`config.mk`:
```
export PLATFORM = sky130hd
export DESIGN_NAME = lpfm_ctrl
export DESIGN_NICKNAME = d
export VERILOG_FILES = /design/src/rtl/lpfm_pkg.sv /design/src/rtl/lpfm_ctrl.sv /design/src/rtl/lpfm_filter.sv
export SDC_FILE = /design/constraint.sdc
export NUM_CORES = 1
export LEC_CHECK = 0
export ABC_AREA = 1
export BUFFER_PORTS_ARGS = -buffer_cell sky130_fd_sc_hd__buf_2
export CORE_UTILIZATION = 41
export DETAILED_ROUTE_END_ITERATION = 8
export GPL_ROUTABILITY_DRIVEN = 0
export HOLD_SLACK_MARGIN = 0.15
export PLACE_DENSITY_LB_ADDON = 0.05
export SLEW_MARGIN = 20
export SYNTH_ARGS = -nofsm -noshare
export SYNTH_HDL_FRONTEND = slang
export SYNTH_SLANG_ARGS = --single-unit
```
`constraint.sdc`:
```
create_clock -name sys_clk -period 1.5 [get_ports sys_clk]
set_input_delay 0 -clock sys_clk [delete_from_list [all_inputs] [get_ports sys_clk]]
set_output_delay 0 -clock sys_clk [all_outputs]
set_load 0.01 [all_outputs]
```
`src/rtl/lpfm_pkg.sv`:
```
// package: constants for the low-power freeze mode controller
package lpfm_pkg;
  localparam int unsigned CLK_PERIOD_PS = 8000;
  localparam int unsigned ENTRY_DELAY_NS = 1000;
  localparam int unsigned ENTRY_DELAY_CYC = (ENTRY_DELAY_NS * 1000 + CLK_PERIOD_PS - 1) / CLK_PERIOD_PS;
  localparam int unsigned GLITCH_FILTER_CYC = 4;
  localparam logic MODE_PIN_ONLY = 1'b0;
  localparam logic MODE_QUALIFIED = 1'b1;
  localparam logic FREEZE_RST = 1'b0;
  localparam logic IDLE_RST = 1'b0;
  localparam logic PIN_SYNC_RST = 1'b1;
  localparam logic PLL_EN_RST = 1'b1;
  localparam logic HOLD_RST = 1'b0;
  localparam logic PIN_OUT_RST = 1'b1;
  localparam logic PIN_OE_N_RST = 1'b1;
  localparam logic PERMIT_SYNC_RST = 1'b0;
  localparam logic PLL_SYNC_RST = 1'b1;
  typedef enum logic [1:0] {LPFM_RUN, LPFM_ARMING, LPFM_FROZEN} lpfm_state_e;
endpackage

```
`src/rtl/lpfm_ctrl.sv`:
```
// low-power freeze mode controller: freeze pin, permit qualification, pll gating and idle
//
// Contract
// - pin-only mode: freeze entered 1 us after freeze pin goes low.
// - releasing freeze pin high leaves freeze and resumes normal operation.
// - pin-only mode: pin level and freeze_enable alone decide freeze entry and exit.
// - qualified mode: entry needs pin low and permit high; pin release exits.
// - while frozen, pll-derived clocks are switched off.
// - freeze keeps registers and sram contents with supplies left on and pll clocks gated off.
// - freeze pin glitches are filtered so short pulses cause no transition.
// - idle mode: stopped clocks keep state; restarting clocks resumes operation.
// - pll off input low turns pll off, stops core clock, gives idle.
// - unused freeze pin serves as an ordinary general-purpose input/output.
// - freeze pin value is passed to core logic for state management.
`timescale 1ns/1ps
`default_nettype none
module lpfm_ctrl #(
  parameter int unsigned ENTRY_CYC = lpfm_pkg::ENTRY_DELAY_CYC,
  parameter int unsigned FILTER_CYC = lpfm_pkg::GLITCH_FILTER_CYC
) (
  input wire logic sys_clk,
  input wire logic srst,
  input wire logic freeze_enable,
  input wire logic freeze_mode_sel,
  input wire logic freeze_pin_n_i,
  output logic freeze_pin_n_o,
  output logic freeze_pin_n_oe_n,
  input wire logic gpio_out,
  input wire logic gpio_oe,
  output logic gpio_in,
  input wire logic freeze_permit,
  input wire logic pll_off_n,
  output logic freeze_pin_core,
  output logic frozen,
  output logic pll_clk_en,
  output logic idle,
  output logic hold_state
);
  // arming counter only has to reach ENTRY_CYC - 1
  localparam int unsigned EW = $clog2(ENTRY_CYC + 1);

  // synchronised and filtered copies of the asynchronous inputs
  logic pin_sync;
  logic pin_filt;
  logic permit_sync;
  logic pll_filt;
  // state group
  lpfm_pkg::lpfm_state_e state;
  lpfm_pkg::lpfm_state_e next_state;
  logic [EW-1:0] wait_cnt;
  logic [EW-1:0] next_wait_cnt;
  logic entry_ok;
  // next values of the registered outputs
  logic next_frozen;
  logic next_hold_state;
  logic next_pll_clk_en;
  logic next_idle;
  logic next_pin_o;
  logic next_pin_oe_n;
  logic next_gpio_in;
  logic next_pin_core;

  // short pulses die in the filter and never reach the state machine
  lpfm_filter #(.STABLE_CYC(FILTER_CYC), .RST_VAL(lpfm_pkg::PIN_SYNC_RST)) u_pin_filt (
    .sys_clk(sys_clk),
    .srst(srst),
    .raw_in(freeze_pin_n_i),
    .sync_out(pin_sync),
    .filt_out(pin_filt)
  );

  // permit comes from another clock region in user logic, so it is synchronised too
  lpfm_filter #(.STABLE_CYC(1), .RST_VAL(lpfm_pkg::PERMIT_SYNC_RST)) u_permit_sync (
    .sys_clk(sys_clk),
    .srst(srst),
    .raw_in(freeze_permit),
    .sync_out(permit_sync),
    .filt_out()
  );

  // pll off request is asynchronous; the one-cycle filter only adds a flop of latency
  lpfm_filter #(.STABLE_CYC(1), .RST_VAL(lpfm_pkg::PLL_SYNC_RST)) u_pll_sync (
    .sys_clk(sys_clk),
    .srst(srst),
    .raw_in(pll_off_n),
    .sync_out(),
    .filt_out(pll_filt)
  );

  // pin release, or handing the pin back to gpio, ends arming and freeze alike
  // limitation: freeze_enable low aborts at once, with no filter on it
  function automatic logic exit_wanted(
    input logic enable,
    input logic pin_lvl
  );
    return !enable || pin_lvl;
  endfunction

  // pin-only mode ignores permit entirely, so a stuck permit cannot block entry
  function automatic logic entry_allowed(
    input logic mode_sel,
    input logic pin_lvl,
    input logic permit_lvl
  );
    logic ok;
    ok = !pin_lvl;
    if (mode_sel == lpfm_pkg::MODE_QUALIFIED)
      ok = ok && permit_lvl;
    return ok;
  endfunction

  // state group: run, arming count and frozen
  always_comb
  begin
    entry_ok = entry_allowed(freeze_mode_sel, pin_filt, permit_sync);
    next_state = state;
    next_wait_cnt = '0;
    case (state)
      lpfm_pkg::LPFM_RUN:
      begin
        // freeze_enable comes from logic on this clock and needs no synchroniser
        if (freeze_enable && entry_ok)
          next_state = lpfm_pkg::LPFM_ARMING;
      end
      lpfm_pkg::LPFM_ARMING:
      begin
        // permit dropping here does not abort; only pin release or freeze_enable low does
        if (exit_wanted(freeze_enable, pin_filt))
          next_state = lpfm_pkg::LPFM_RUN;
        else if (wait_cnt == EW'(ENTRY_CYC - 1))
          next_state = lpfm_pkg::LPFM_FROZEN;
        else
          next_wait_cnt = wait_cnt + EW'(1);
      end
      lpfm_pkg::LPFM_FROZEN:
      begin
        // exit is by pin release or freeze_enable low in both modes
        if (exit_wanted(freeze_enable, pin_filt))
          next_state = lpfm_pkg::LPFM_RUN;
      end
      default:
        next_state = lpfm_pkg::LPFM_RUN;
    endcase
  end

  always_ff @(posedge sys_clk)
  begin
    if (srst)
    begin
      state <= lpfm_pkg::LPFM_RUN;
      wait_cnt <= '0;
    end
    else
    begin
      state <= next_state;
      wait_cnt <= next_wait_cnt;
    end
  end

  // mode group: freeze and idle flags, pll gate and the core hold request
  always_comb
  begin
    // taken from next_state so that the flags and the pll gate switch on one edge
    next_frozen = (next_state == lpfm_pkg::LPFM_FROZEN);
    next_idle = !pll_filt;
    next_pll_clk_en = !next_frozen && pll_filt;
    // core registers and sram freeze via hold_state, never reset: state survives
    next_hold_state = next_frozen || next_idle;
  end

  always_ff @(posedge sys_clk)
  begin
    if (srst)
    begin
      // pll gate resets enabled so the core clock runs straight out of reset
      frozen <= lpfm_pkg::FREEZE_RST;
      idle <= lpfm_pkg::IDLE_RST;
      pll_clk_en <= lpfm_pkg::PLL_EN_RST;
      hold_state <= lpfm_pkg::HOLD_RST;
    end
    else
    begin
      frozen <= next_frozen;
      idle <= next_idle;
      pll_clk_en <= next_pll_clk_en;
      hold_state <= next_hold_state;
    end
  end

  // pin group: gpio use of the freeze pin and the level shown to the core
  always_comb
  begin
    // the pin is only driven as gpio while freeze is disabled, never while it may freeze
    next_pin_o = gpio_out;
    next_pin_oe_n = !(gpio_oe && !freeze_enable);
    // gpio reads the raw synchronised level; only the freeze path needs the filter
    next_gpio_in = pin_sync;
    next_pin_core = pin_filt;
  end

  always_ff @(posedge sys_clk)
  begin
    if (srst)
    begin
      freeze_pin_n_o <= lpfm_pkg::PIN_OUT_RST;
      freeze_pin_n_oe_n <= lpfm_pkg::PIN_OE_N_RST;
      gpio_in <= lpfm_pkg::PIN_SYNC_RST;
      freeze_pin_core <= lpfm_pkg::PIN_SYNC_RST;
    end
    else
    begin
      freeze_pin_n_o <= next_pin_o;
      freeze_pin_n_oe_n <= next_pin_oe_n;
      gpio_in <= next_gpio_in;
      freeze_pin_core <= next_pin_core;
    end
  end
endmodule
`default_nettype wire

```
`src/rtl/lpfm_filter.sv`:
```
// two-flop synchroniser followed by a stability glitch filter
`timescale 1ns/1ps
`default_nettype none
module lpfm_filter #(
  parameter int unsigned STABLE_CYC = lpfm_pkg::GLITCH_FILTER_CYC,
  parameter logic RST_VAL = 1'b0
) (
  input wire logic sys_clk,
  input wire logic srst,
  input wire logic raw_in,
  output logic sync_out,
  output logic filt_out
);
  localparam int unsigned CW = $clog2(STABLE_CYC + 1);
  logic meta;
  logic sync;
  logic filt;
  logic [CW-1:0] cnt;
  logic next_filt;
  logic [CW-1:0] next_cnt;

  always_comb
  begin
    next_filt = filt;
    next_cnt = '0;
    if (sync != filt)
    begin
      // level must hold for STABLE_CYC cycles before it is believed
      if (cnt == CW'(STABLE_CYC - 1))
        next_filt = sync;
      else
        next_cnt = cnt + CW'(1);
    end
  end

  always_ff @(posedge sys_clk)
  begin
    if (srst)
    begin
      meta <= RST_VAL;
      sync <= RST_VAL;
      filt <= RST_VAL;
      cnt <= '0;
    end
    else
    begin
      meta <= raw_in;
      sync <= meta;
      filt <= next_filt;
      cnt <= next_cnt;
    end
  end

  assign sync_out = sync;
  assign filt_out = filt;
endmodule
`default_nettype wire

```
==> results summary, run 1 <==
The design area came out at 0.001315 sq mm. The number of iterations in the first detailed-routing pass came out at 3. The final count of pins violating max slew is 0. VDD sags by at most 635.6 uV. STA classifies the critical path endpoint as a flop. The power density over the cells came out at 976.8 mW/mm^2. Among all flip-flop cells after synthesis, the most frequent one is dfxtp_1.

The number of cells in the finished layout apart from fillers came out at 178. The global-route total usage across every layer came out at 15.24%. The mux share of post-synthesis cell area came out at 0%. The starting utilization of the core area came out at 44.45%.

Measured along the x axis, the die boundary spans 51.44 um. Of the total synthesized cell area, the portion taken by full adders, half adders and majority gates is 4.994%. The routed wire length came out at 1554 um. Setup slack on the critical path of the routed design comes to 84.29 ps. Ranked by total cell area, the synthesized netlist is headed by dfxtp_1, nor2_1, inv_1, nand2_1, ha_1.

After synthesis, flip-flops and latches occupy 57.93% of the total area. The number of diodes added for antenna fixing came out at 0. Ranked by instance count, the synthesized netlist is headed by dfxtp_1, nor2_1, inv_1, nand2_1. The critical path is of the flop to flop type.

Counting every net in the synthesized netlist gives 126. The clock slew seen by the registers of the worst setup and hold paths is 90 ps. For the final database, setup skew stands at 11.84 ps. The number of register bits inferred by synthesis is 29. STA puts the critical path data required time at 1750 ps.

The area fraction of the dominant cell type after synthesis came out at 57.93%. The unique cell type count in the Yosys netlist is 19. The count of nets left with antenna violations after detail routing came out at 0. For this design the top-level I/O count stands at 17. The number of setup buffers added after CTS came out at 0. Summed over all instances, the cell type with the most area after synthesis is dfxtp_1. The area of the die came out at 0.002646 sq mm. The most frequent cell after synthesis is dfxtp_1.

The routed layout has 758 vias. The first global-routing pass estimated 2856 um of wire. The H-tree depth reported by CTS is 2. The run finished with clean final reports. For the worst-skew pair, the clock arrives at the later sink with an insertion delay of 310 ps. Dividing the detail-routed via count by the number of cells gives 4.258. The mean cell area of the mapped netlist is 8.869 sq um. The floorplan step set the die height to 51.44 um.

The total of warnings raised by yosys came out at 0. The number of sinks driven by the clock tree is 29. The first routing iteration left 5 violations.

The post-route fraction of the period consumed by the critical path came out at 94.38%. The fraction of layout cells with a size suffix above 1 is 23.33%. The post-detailed-route DRC marker count came out at 0. The number of port buffers came out at 16. The post-DP HPWL came out at 1032 um. For this run, asynchronously set or reset flops after synthesis account for 0%. The summed instance area of the synthesized netlist is 0.001002 sq mm. After synthesis, the largest family of logic cells by area is simple AND/OR/NAND/NOR gates. The TritonCTS buffer count came out at 5.

The max capacitance violation total is 0. The final-stage net count is 162. Summed over all cells, the static leakage comes to 0.0005641 uW. The number of enable-type register cells in the synthesized netlist is 0.

The initial antenna violation count was 0. The simple-gate portion of the synthesized area is 22.22%. The number of standard cells after synthesis is 113.

After detailed placement, the design holds a cell count of 156. The pre-CTS setup slack came out at 266.5 ps. The area growth from synthesis to layout came out at 31.21%. The total placed instance area is 0.001114 sq mm. The highest fanout seen on the critical path came out at 3. The data arrival time at the worst-slack endpoint is 1670 ps. The core region is 0.002255 sq mm. Counting I/O delays and the setup requirement, the final critical path takes 1416 ps. The final number of setup-violating endpoints is 0. The sort of element at the start of the critical path is a flop. The post-synthesis share of cell area spent on xor and xnor gates came out at 2.622%. The number of global-route vias before repair came out at 707.

The row count came out at 17. For this run, the top clock speed supported by timing is 706.4 MHz. The total count of hold-check failures in the final report came out at 0.

The longest clock path from root to sink contains 2 buffers. The remaining global-route overflow is 0. The largest net degree at the start of global routing is 14.

The worst hold path belongs to the class flop to flop. The average routed wire per standard cell is 8.730 um. The area fraction in compound gates after synthesis is 5.493%. TritonCTS built the clock tree. CTS placed an instance of clkbuf_4 at the clock tree root.
power by group:
part	switching (uW)	internal, uW
clock	245	178
sequential	5.93	787
combinational	25.4	43.3
total	276	1010
cell type report:
class	instances	area, sq um
Fill cell	214	939.7
Sequential cell	29	580.6
Multi-Input combinational cell	67	367.9
Timing Repair Buffer	30	220.2
Inverter	16	60.06
Clock buffer	6	41.29
Tap cell	28	35.03
Clock inverter	2	10.01
registers in the layout, summed over array words and instances (netlist names):
name / count
wait_cnt: 7
u_permit_sync.sync_out: 1
gpio_in: 1
u_pin_filt.sync_out: 1
u_pll_sync.filt_out: 1
u_permit_sync.meta: 1
freeze_pin_n_o: 1
u_pll_sync.meta: 1
freeze_pin_n_oe_n: 1
pll_clk_en: 1
frozen: 1
hold_state: 1
freeze_pin_core: 1
u_pin_filt.cnt: 3
u_pll_sync.sync_out: 1
u_pin_filt.meta: 1
u_pll_sync.cnt: 1
state: 2
u_pin_filt.filt_out: 1
idle: 1
path summary, 6_finish.rpt:
path                        from                endpoint  slack, ps  cells past startpoint
max          u_pin_filt.filt_out                state[0]         80                      6
min           u_permit_sync.meta  u_permit_sync.sync_out        410                      2
max reg2reg  u_pin_filt.filt_out                state[0]         80                      6
min reg2reg   u_permit_sync.meta  u_permit_sync.sync_out        410                      2
per-layer routing:
layer | up-vias | part of all wire (%) | global-route usage (%)
met4 | 0 | 1.7 | 8.108
met5 | - | 0 | 0
met3 | 4 | 4.4 | 6.250
met1 | 321 | 49 | 17.40
met2 | 14 | 45 | 24.03
li1 | 419 | - | -
logic make-up after synthesis:
logic type,Yosys count
AO/OA/AOI/OAI,10
XOR/XNOR,3
adder cells (fa/ha/maj),4
buffers and inverters,17
flip-flops,29
other,1
AND/OR/NAND/NOR,49
metrics by stage:
stage	hold WS [ps]	utilization [%]	total power, uW	TNS [ps]
after floorplan	78.01	-	834.0	0
after global placement	184.0	49.39	854.1	0
after detailed placement	184.8	49.39	854.6	0
after CTS	415.1	57.88	1304	0
after global routing	433.7	58.32	1352	-11.90
final	411.0	58.32	1284	0
what timing repair did:
item                                   CTS  global route
setup endpoints to repair                0             1
resized for setup                        0             4
hold buffers                            14             0
endpoints found under the hold margin   15             0
layout by cell type, fill, tap and decap left out:
master,count
nor2_2,1
nand2_2,2
xor2_1,2
inv_2,1
ha_1,4
nand3b_2,1
inv_1,15
nand2_1,15
xnor2_1,1
clkinv_2,2
a21oi_1,5
nor2_4,1
or2_2,6
clkbuf_1,1
o21bai_1,1
buf_2,16
o211ai_1,1
nand3b_1,1
dlygate4sd3_1,14
conb_1,1
o21ai_0,3
nor2_1,16
nand3_1,6
dfxtp_1,29
clkbuf_4,5
worst max-delay path, cell delays in order (launching register included):
cell           delay (ps)
dfxtp_1               340
inv_2                  70
nand2_2                80
nor2_4                120
nand2_1                60
dlygate4sd3_1         560
a21oi_1               140
No activity file was read; power rests on OpenSTA's default activity.
==> run 2, diff against run 1 <==
--- a/config.mk
+++ b/config.mk
@@ -7,7 +7,8 @@
 export LEC_CHECK = 0
 export ABC_AREA = 1
 export BUFFER_PORTS_ARGS = -buffer_cell sky130_fd_sc_hd__buf_2
-export CORE_UTILIZATION = 41
+export CORE_UTILIZATION = 50
+export CTS_BUF_LIST = sky130_fd_sc_hd__clkbuf_16
 export DETAILED_ROUTE_END_ITERATION = 8
 export GPL_ROUTABILITY_DRIVEN = 0
 export HOLD_SLACK_MARGIN = 0.15
==> results summary, run 2 (synthesis gave the netlist of run 1 again) <==
The number of cells on the worst reg-to-reg path came to 6 (unchanged). The fraction of layout cells with a size suffix above 1 is 22.82% (-0.51 points). The area of the die is 0.002187 sq mm (-17%).

The final number of setup-violating endpoints is 0 (unchanged). The cell count after placement was 153 (-1.9%). The floorplan die width came out at 46.77 um (-9.1%). The leakage power summed over all cells is 0.0006045 uW (+7.2%). TritonCTS built the clock tree. The routed via count divided by cell count came out at 4.500 (+5.7%). The clock skew came out at 3.377 ps (-8.462 ps). The highest achievable clock rate is 693.7 MHz (-1.8%). The count of nets left with antenna violations after detail routing is 0 (unchanged).

The number of diodes added for antenna fixing came to 0 (unchanged). The minimum hold slack is 195.2 ps (-215.8 ps). The highest fanout seen on the critical path is 13 (+10).

The floorplan core area came out at 0.001802 sq mm (-20%). The clock slew seen by the registers of the worst setup and hold paths is 50 ps (-40 ps). The data arrival time at the worst-slack endpoint came to 1590 ps (-80 ps). The flip-flop count of the largest register, all copies and words added came out at 7 (unchanged).

The final count of pins violating max slew was 0 (unchanged). The hold-critical path depth is 5 (+3). The post-route fraction of the period consumed by the critical path came out at 96.10% (+1.7 points). The number of iterations in the first detailed-routing pass is 4 (+1). The number of sinks driven by the clock tree came out at 29 (unchanged). STA classifies the critical path startpoint as an input pin. In this design, the critical path's most frequently occurring cell is dlygate4sd3_1.

For this design, the slowest cell found on the critical path is dlygate4sd3_1. The worst setup path is captured at a flop. The peak supply drop is 932.4 uV (+47%). The post-DP HPWL is 1031 um (-0.13%).

The number of violations reported at the end of detailed-routing iteration 0 is 9 (+4). The global-route total usage across every layer is 20.58% (+5.3 points). The critical path goes through dlygate4sd3_1 > buf_2 > or2_2 > dlygate4sd3_1. The register ranked first by flip-flop count is wait_cnt.

The total of fill cells in the finished design is 137 (-36%). The tree is rooted in a clkbuf_16. The flow ran to the end, and the final reports show no timing, DRC or antenna violations. The remaining global-route overflow is 0 (unchanged). The H-tree depth reported by CTS is 2 (unchanged). The I/O pin count is 17 (unchanged). The average routed wire per standard cell is 10.29 um (+18%).

The number of global-route vias before repair is 748 (+5.8%). Setup repair after global routing left no endpoint under its margin. The TritonCTS buffer count came out at 5 (unchanged). The worst setup path category is input pin to flop. The number of port buffers came out at 16 (unchanged).

The maximum number of buffers from clock root to sink is 2 (unchanged). The starting utilization of the core area came to 55.62% (+11 points). The row count is 15 (-2). The accumulated negative setup slack is 0 ps (unchanged). The area used by sequential logic in the layout is 580.6 sq um (unchanged). The maximum cell stage delay along the critical path came out at 560 ps (about the same). The post-detailed-route DRC marker count came to 0 (unchanged). The max capacitance violation total is 0 (unchanged). In the layout the commonest cells are dfxtp_1, inv_1, nor2_1, nand2_1, buf_2. The number of cells in the finished layout apart from fillers is 174 (-2.2%). The largest registers in the layout are wait_cnt (7), u_pin_filt.cnt (3), state (2). The power density over the cells is 1285 mW/mm^2 (+32%). The final-stage net count is 161 (-0.62%).

The area of the multi-input gates is 360.3 sq um (-2.0%). Leaving out fill and tap cells, the most frequent cell in the layout is dfxtp_1. The total count of hold-check failures in the final report is 0 (unchanged). The clock insertion delay at the later pin of the skew report is 270 ps (-40 ps). The initial antenna violation count came to 0 (unchanged). The largest net degree at the start of global routing is 14 (unchanged). The routed wire length is 1790 um (+15%). The class of the most critical hold timing path is input pin to flop. The via count came out at 783 (+3.3%). The area growth from synthesis to layout is 37.83%. The required time of the critical path came out at 1650 ps (-100 ps).

The shortest period the worst path allows came out at 1442 ps (+25.87 ps). The first-pass GRT wire length came out at 2884 um (+0.98%). The die extent in y is 46.77 um (-9.1%).
-- run 2: changes by cell type in the layout (fill, tap and decap cells not counted), sizes merged --
| cell | before | now |
|---|---|---|
| clkbuf | 6 | 5 |
| dlygate4sd3 | 14 | 13 |
| inv | 16 | 17 |
-- run 2: path summary, 6_finish.rpt --
check	end	slack (ps)	from
worst max-delay path	u_pin_filt.meta	60	srst
worst min-delay path	state[0]	200	freeze_enable
worst min register to register	u_pll_sync.sync_out	400	u_pll_sync.meta
worst max register to register	state[0]	80	u_pin_filt.filt_out
-- run 2: report_power, final --
part	total (uW)	switching (uW)	internal [uW]
clock network	910	311	598
logic	69.4	27.5	41.9
registers	796	6.15	790
-- run 2: what timing repair did --
item,in CTS,in global routing
hold buffers,13,0
hold endpoints to repair,13,0
setup buffers,0,0
setup endpoints to repair,0,2
resized for setup,0,2
-- run 2: worst max-delay path, delay by kind of cell --
kind | cells | cell delay [ps]
buffers and inverters | 3 | 1290
AND/OR/NAND/NOR | 1 | 300
-- run 2: metal layers --
layer  GRT usage (%)  part of all wire, %  wire length [um]
met3           10.38                  4.4                78
met2           34.44                   49               883
met4           13.71                  1.9                34
met5               0                    0                 0
met1           19.81                   44               793
-- run 2: stage by stage --
step,instance area (sq um),power (uW),setup slack [ps],utilization [%]
5_1_grt,1381,1848,0.1746,76.67
4_1_cts,1379,1794,58.84,76.53
2_1_floorplan,1002,834.0,392.0,-
3_3_place_gp,1110,853.7,329.6,61.60
3_5_place_dp,1110,854.9,272.5,61.60
6_report,1381,1775,58.43,76.67
-- run 2: layout make-up --
class / instances / share of cell area, %
Timing Repair Buffer: 29 / 15.22
Multi-Input combinational cell: 67 / 26.09
Inverter: 16 / 4.348
Sequential cell: 29 / 42.03
Clock buffer: 5 / 9.058
Tap cell: 25 / 2.265
Clock inverter: 3 / 0.9964
==> run 3, diff against run 2 <==
--- a/config.mk
+++ b/config.mk
@@ -7,6 +7,7 @@
 export LEC_CHECK = 0
 export ABC_AREA = 1
 export BUFFER_PORTS_ARGS = -buffer_cell sky130_fd_sc_hd__buf_2
+export CORE_ASPECT_RATIO = 1.4
 export CORE_UTILIZATION = 50
 export CTS_BUF_LIST = sky130_fd_sc_hd__clkbuf_16
 export DETAILED_ROUTE_END_ITERATION = 8
==> results summary, run 3 (synthesis gave the netlist of run 1 again) <==
The shortest period the worst path allows came out at 1442 ps (+0.3520 ps). The largest net degree at the start of global routing was 14 (unchanged). The design area came out at 0.001360 sq mm (-1.5%). The clock insertion delay at the later pin of the skew report came to 270 ps (about the same). The switching part of the total power came out at 18.59% (-0.84 points).

The maximum cell stage delay along the critical path came out at 560 ps (about the same). The number of sinks driven by the clock tree is 29 (unchanged). The max capacitance violation total was 0 (unchanged).

The minimum hold slack came out at 156.4 ps (-38.81 ps). The area used by sequential logic in the layout came out at 580.6 sq um (unchanged). The total placed instance area is 0.001104 sq mm (-0.56%).

The critical path endpoint category is a flop. The area of the multi-input gates came out at 357.8 sq um (-0.69%). The worst setup path category is input pin to flop. The final count of pins violating max slew came out at 0 (unchanged). TritonCTS built the clock tree.

The accumulated negative setup slack was 0 ps (unchanged). The initial antenna violation count came out at 0 (unchanged). The die extent in y is 54.98 um (+18%). The share of total power in sequential cells came out at 45.6% (+0.7 points).

The data arrival time at the worst-slack endpoint came out at 1590 ps (about the same). In this run the clock root is driven by a clkbuf_16. The floorplan core area came out at 0.001824 sq mm (+1.2%). The average routed wire per standard cell came out at 10.35 um (+0.56%).

Setup repair after global routing left no endpoint under its margin. On the critical path the largest part of the delay comes from buffers and inverters. The most numerous cell type found on the critical path is dlygate4sd3_1.

The maximum number of buffers from clock root to sink was 2 (unchanged). The clock network fraction of design power came out at 50.5% (-0.7 points). The slowest stage of the critical path belongs to the cell dlygate4sd3_1. The post-detailed-route DRC marker count was 0 (unchanged). Traced cell by cell, the critical path runs through dlygate4sd3_1 > buf_2 > or2_2 > dlygate4sd3_1. The highest fanout seen on the critical path came out at 13 (unchanged). The flip-flop count of the largest register, all copies and words added is 7 (unchanged). The switching power summed over all nets was 325.0 uW (-5.8%). The post-route fraction of the period consumed by the critical path is 96.13% (about the same).

The number of violations reported at the end of detailed-routing iteration 0 came out at 4 (-5). The relative contribution of combinational cells to total power is 3.9% (about the same). The count of nets left with antenna violations after detail routing was 0 (unchanged). The number of global-route vias before repair came to 686 (-8.3%). The largest registers in the layout are wait_cnt (7), u_pin_filt.cnt (3), state (2). The highest achievable clock rate came out at 693.5 MHz (about the same). The number of port buffers came out at 16 (unchanged).

The first-pass GRT wire length is 2732 um (-5.3%). The remaining global-route overflow came out at 0 (unchanged). The total count of hold-check failures in the final report is 0 (unchanged). The via count is 782 (-0.13%). The H-tree depth reported by CTS came out at 2 (unchanged). The I/O pin count was 17 (unchanged). The routed wire length came out at 1738 um (-2.9%). The area of the die is 0.002190 sq mm (+0.13%). The library cell used most frequently in the layout, excluding fill and tap cells, is dfxtp_1. The row count is 18 (+3). The number of iterations in the first detailed-routing pass came out at 2 (-2). The starting utilization of the core area came out at 54.94% (-0.69 points).

The run finished with clean final reports. The TritonCTS buffer count was 5 (unchanged). The leakage power summed over all cells came out at 0.0006076 uW (+0.51%). The area growth from synthesis to layout is 35.70%. Counting flops per register, the top entry is wait_cnt.

The internal portion of total power is 1423 uW (-0.50%). The routed via count divided by cell count came out at 4.655 (+3.4%). The number of diodes added for antenna fixing came out at 0 (unchanged). The clock skew is 2.304 ps (-1.073 ps). The fraction of layout cells with a size suffix above 1 is 20.27% (-2.5 points). The sort of element at the start of the critical path is an input pin. The post-DP HPWL is 1123 um (+8.9%). The total of cells resized after clock tree synthesis was 0 (unchanged). The total of fill cells in the finished design is 142 (+3.6%). The library cells used most frequently in the layout, excluding fill and tap cells, are dfxtp_1, inv_1, nor2_1, nand2_1, buf_2. The power density over the cells is 1285 mW/mm^2 (about the same). The final number of setup-violating endpoints came out at 0 (unchanged). The global-route total usage across every layer came to 20.36% (-0.21 points). The peak supply drop is 1137 uV (+22%).

The clock slew seen by the registers of the worst setup and hold paths is 40 ps (about the same). The final-stage net count came out at 160 (-0.62%). The floorplan die width came out at 39.84 um (-15%). The buffering stage count on the worst path with inverters included came out at 3 (unchanged). The min-delay analysis places its worst path in the category input pin to flop.

The required time of the critical path came out at 1650 ps (about the same).
[run 3: worst paths after layout]
path	start	endpoint	slack (ps)	cells past startpoint
worst max register to register	wait_cnt[0]	wait_cnt[1]	250	6
worst min-delay path	freeze_enable	state[0]	160	5
worst min register to register	u_permit_sync.meta	u_permit_sync.sync_out	400	2
worst max-delay path	srst	freeze_pin_n_o	60	4
[run 3: cell type report]
type | instances | area share [%]
flip-flops and latches | 29 | 42.69
multi-input cells | 67 | 26.31
repair buffers | 28 | 14.72
clock buffers | 5 | 9.200
inverters | 16 | 4.416
well taps | 20 | 1.840
clock inverters | 3 | 0.8280
[run 3: power by group through the flow]
stage                     clock network, uW  registers, uW  logic (uW)
after floorplan                           0            813        20.9
after global placement                    0            810        43.2
after detailed placement                  0            810        44.1
after CTS                               913            796        67.2
after global routing                    942            797        76.7
final                                   883            796        68.7
[run 3: tightest hold or removal path, stage by stage]
cell	delay, ps
buf_2	110
nand2_1	90
nor2_1	60
nand2_1	60
a21oi_1	60
[run 3: timing repair]
action	in CTS	in global routing
hold buffers	12	0
buffers inserted	0	0
endpoints found under the hold margin	14	0
[run 3: routing by layer]
layer / routed length, um / track usage (%)
met1: 663 / 17.90
met2: 957 / 34.43
met3: 75 / 10.80
met4: 41 / 13.79
met5: 0 / 0
[run 3: per-stage QoR]
| step | cells | power [uW] | util [%] | setup slack, ps |
|---|---|---|---|---|
| finish | 168 | 1748 | 74.55 | 58.08 |
| global route | 168 | 1817 | 74.55 | 2.747 |
| CTS | 168 | 1777 | 74.55 | 85.37 |
| detailed placement | 148 | 854.5 | 60.49 | 269.7 |
| global placement | 148 | 853.0 | 60.49 | 321.4 |
| floorplan | 113 | 834.0 | - | 392.0 |
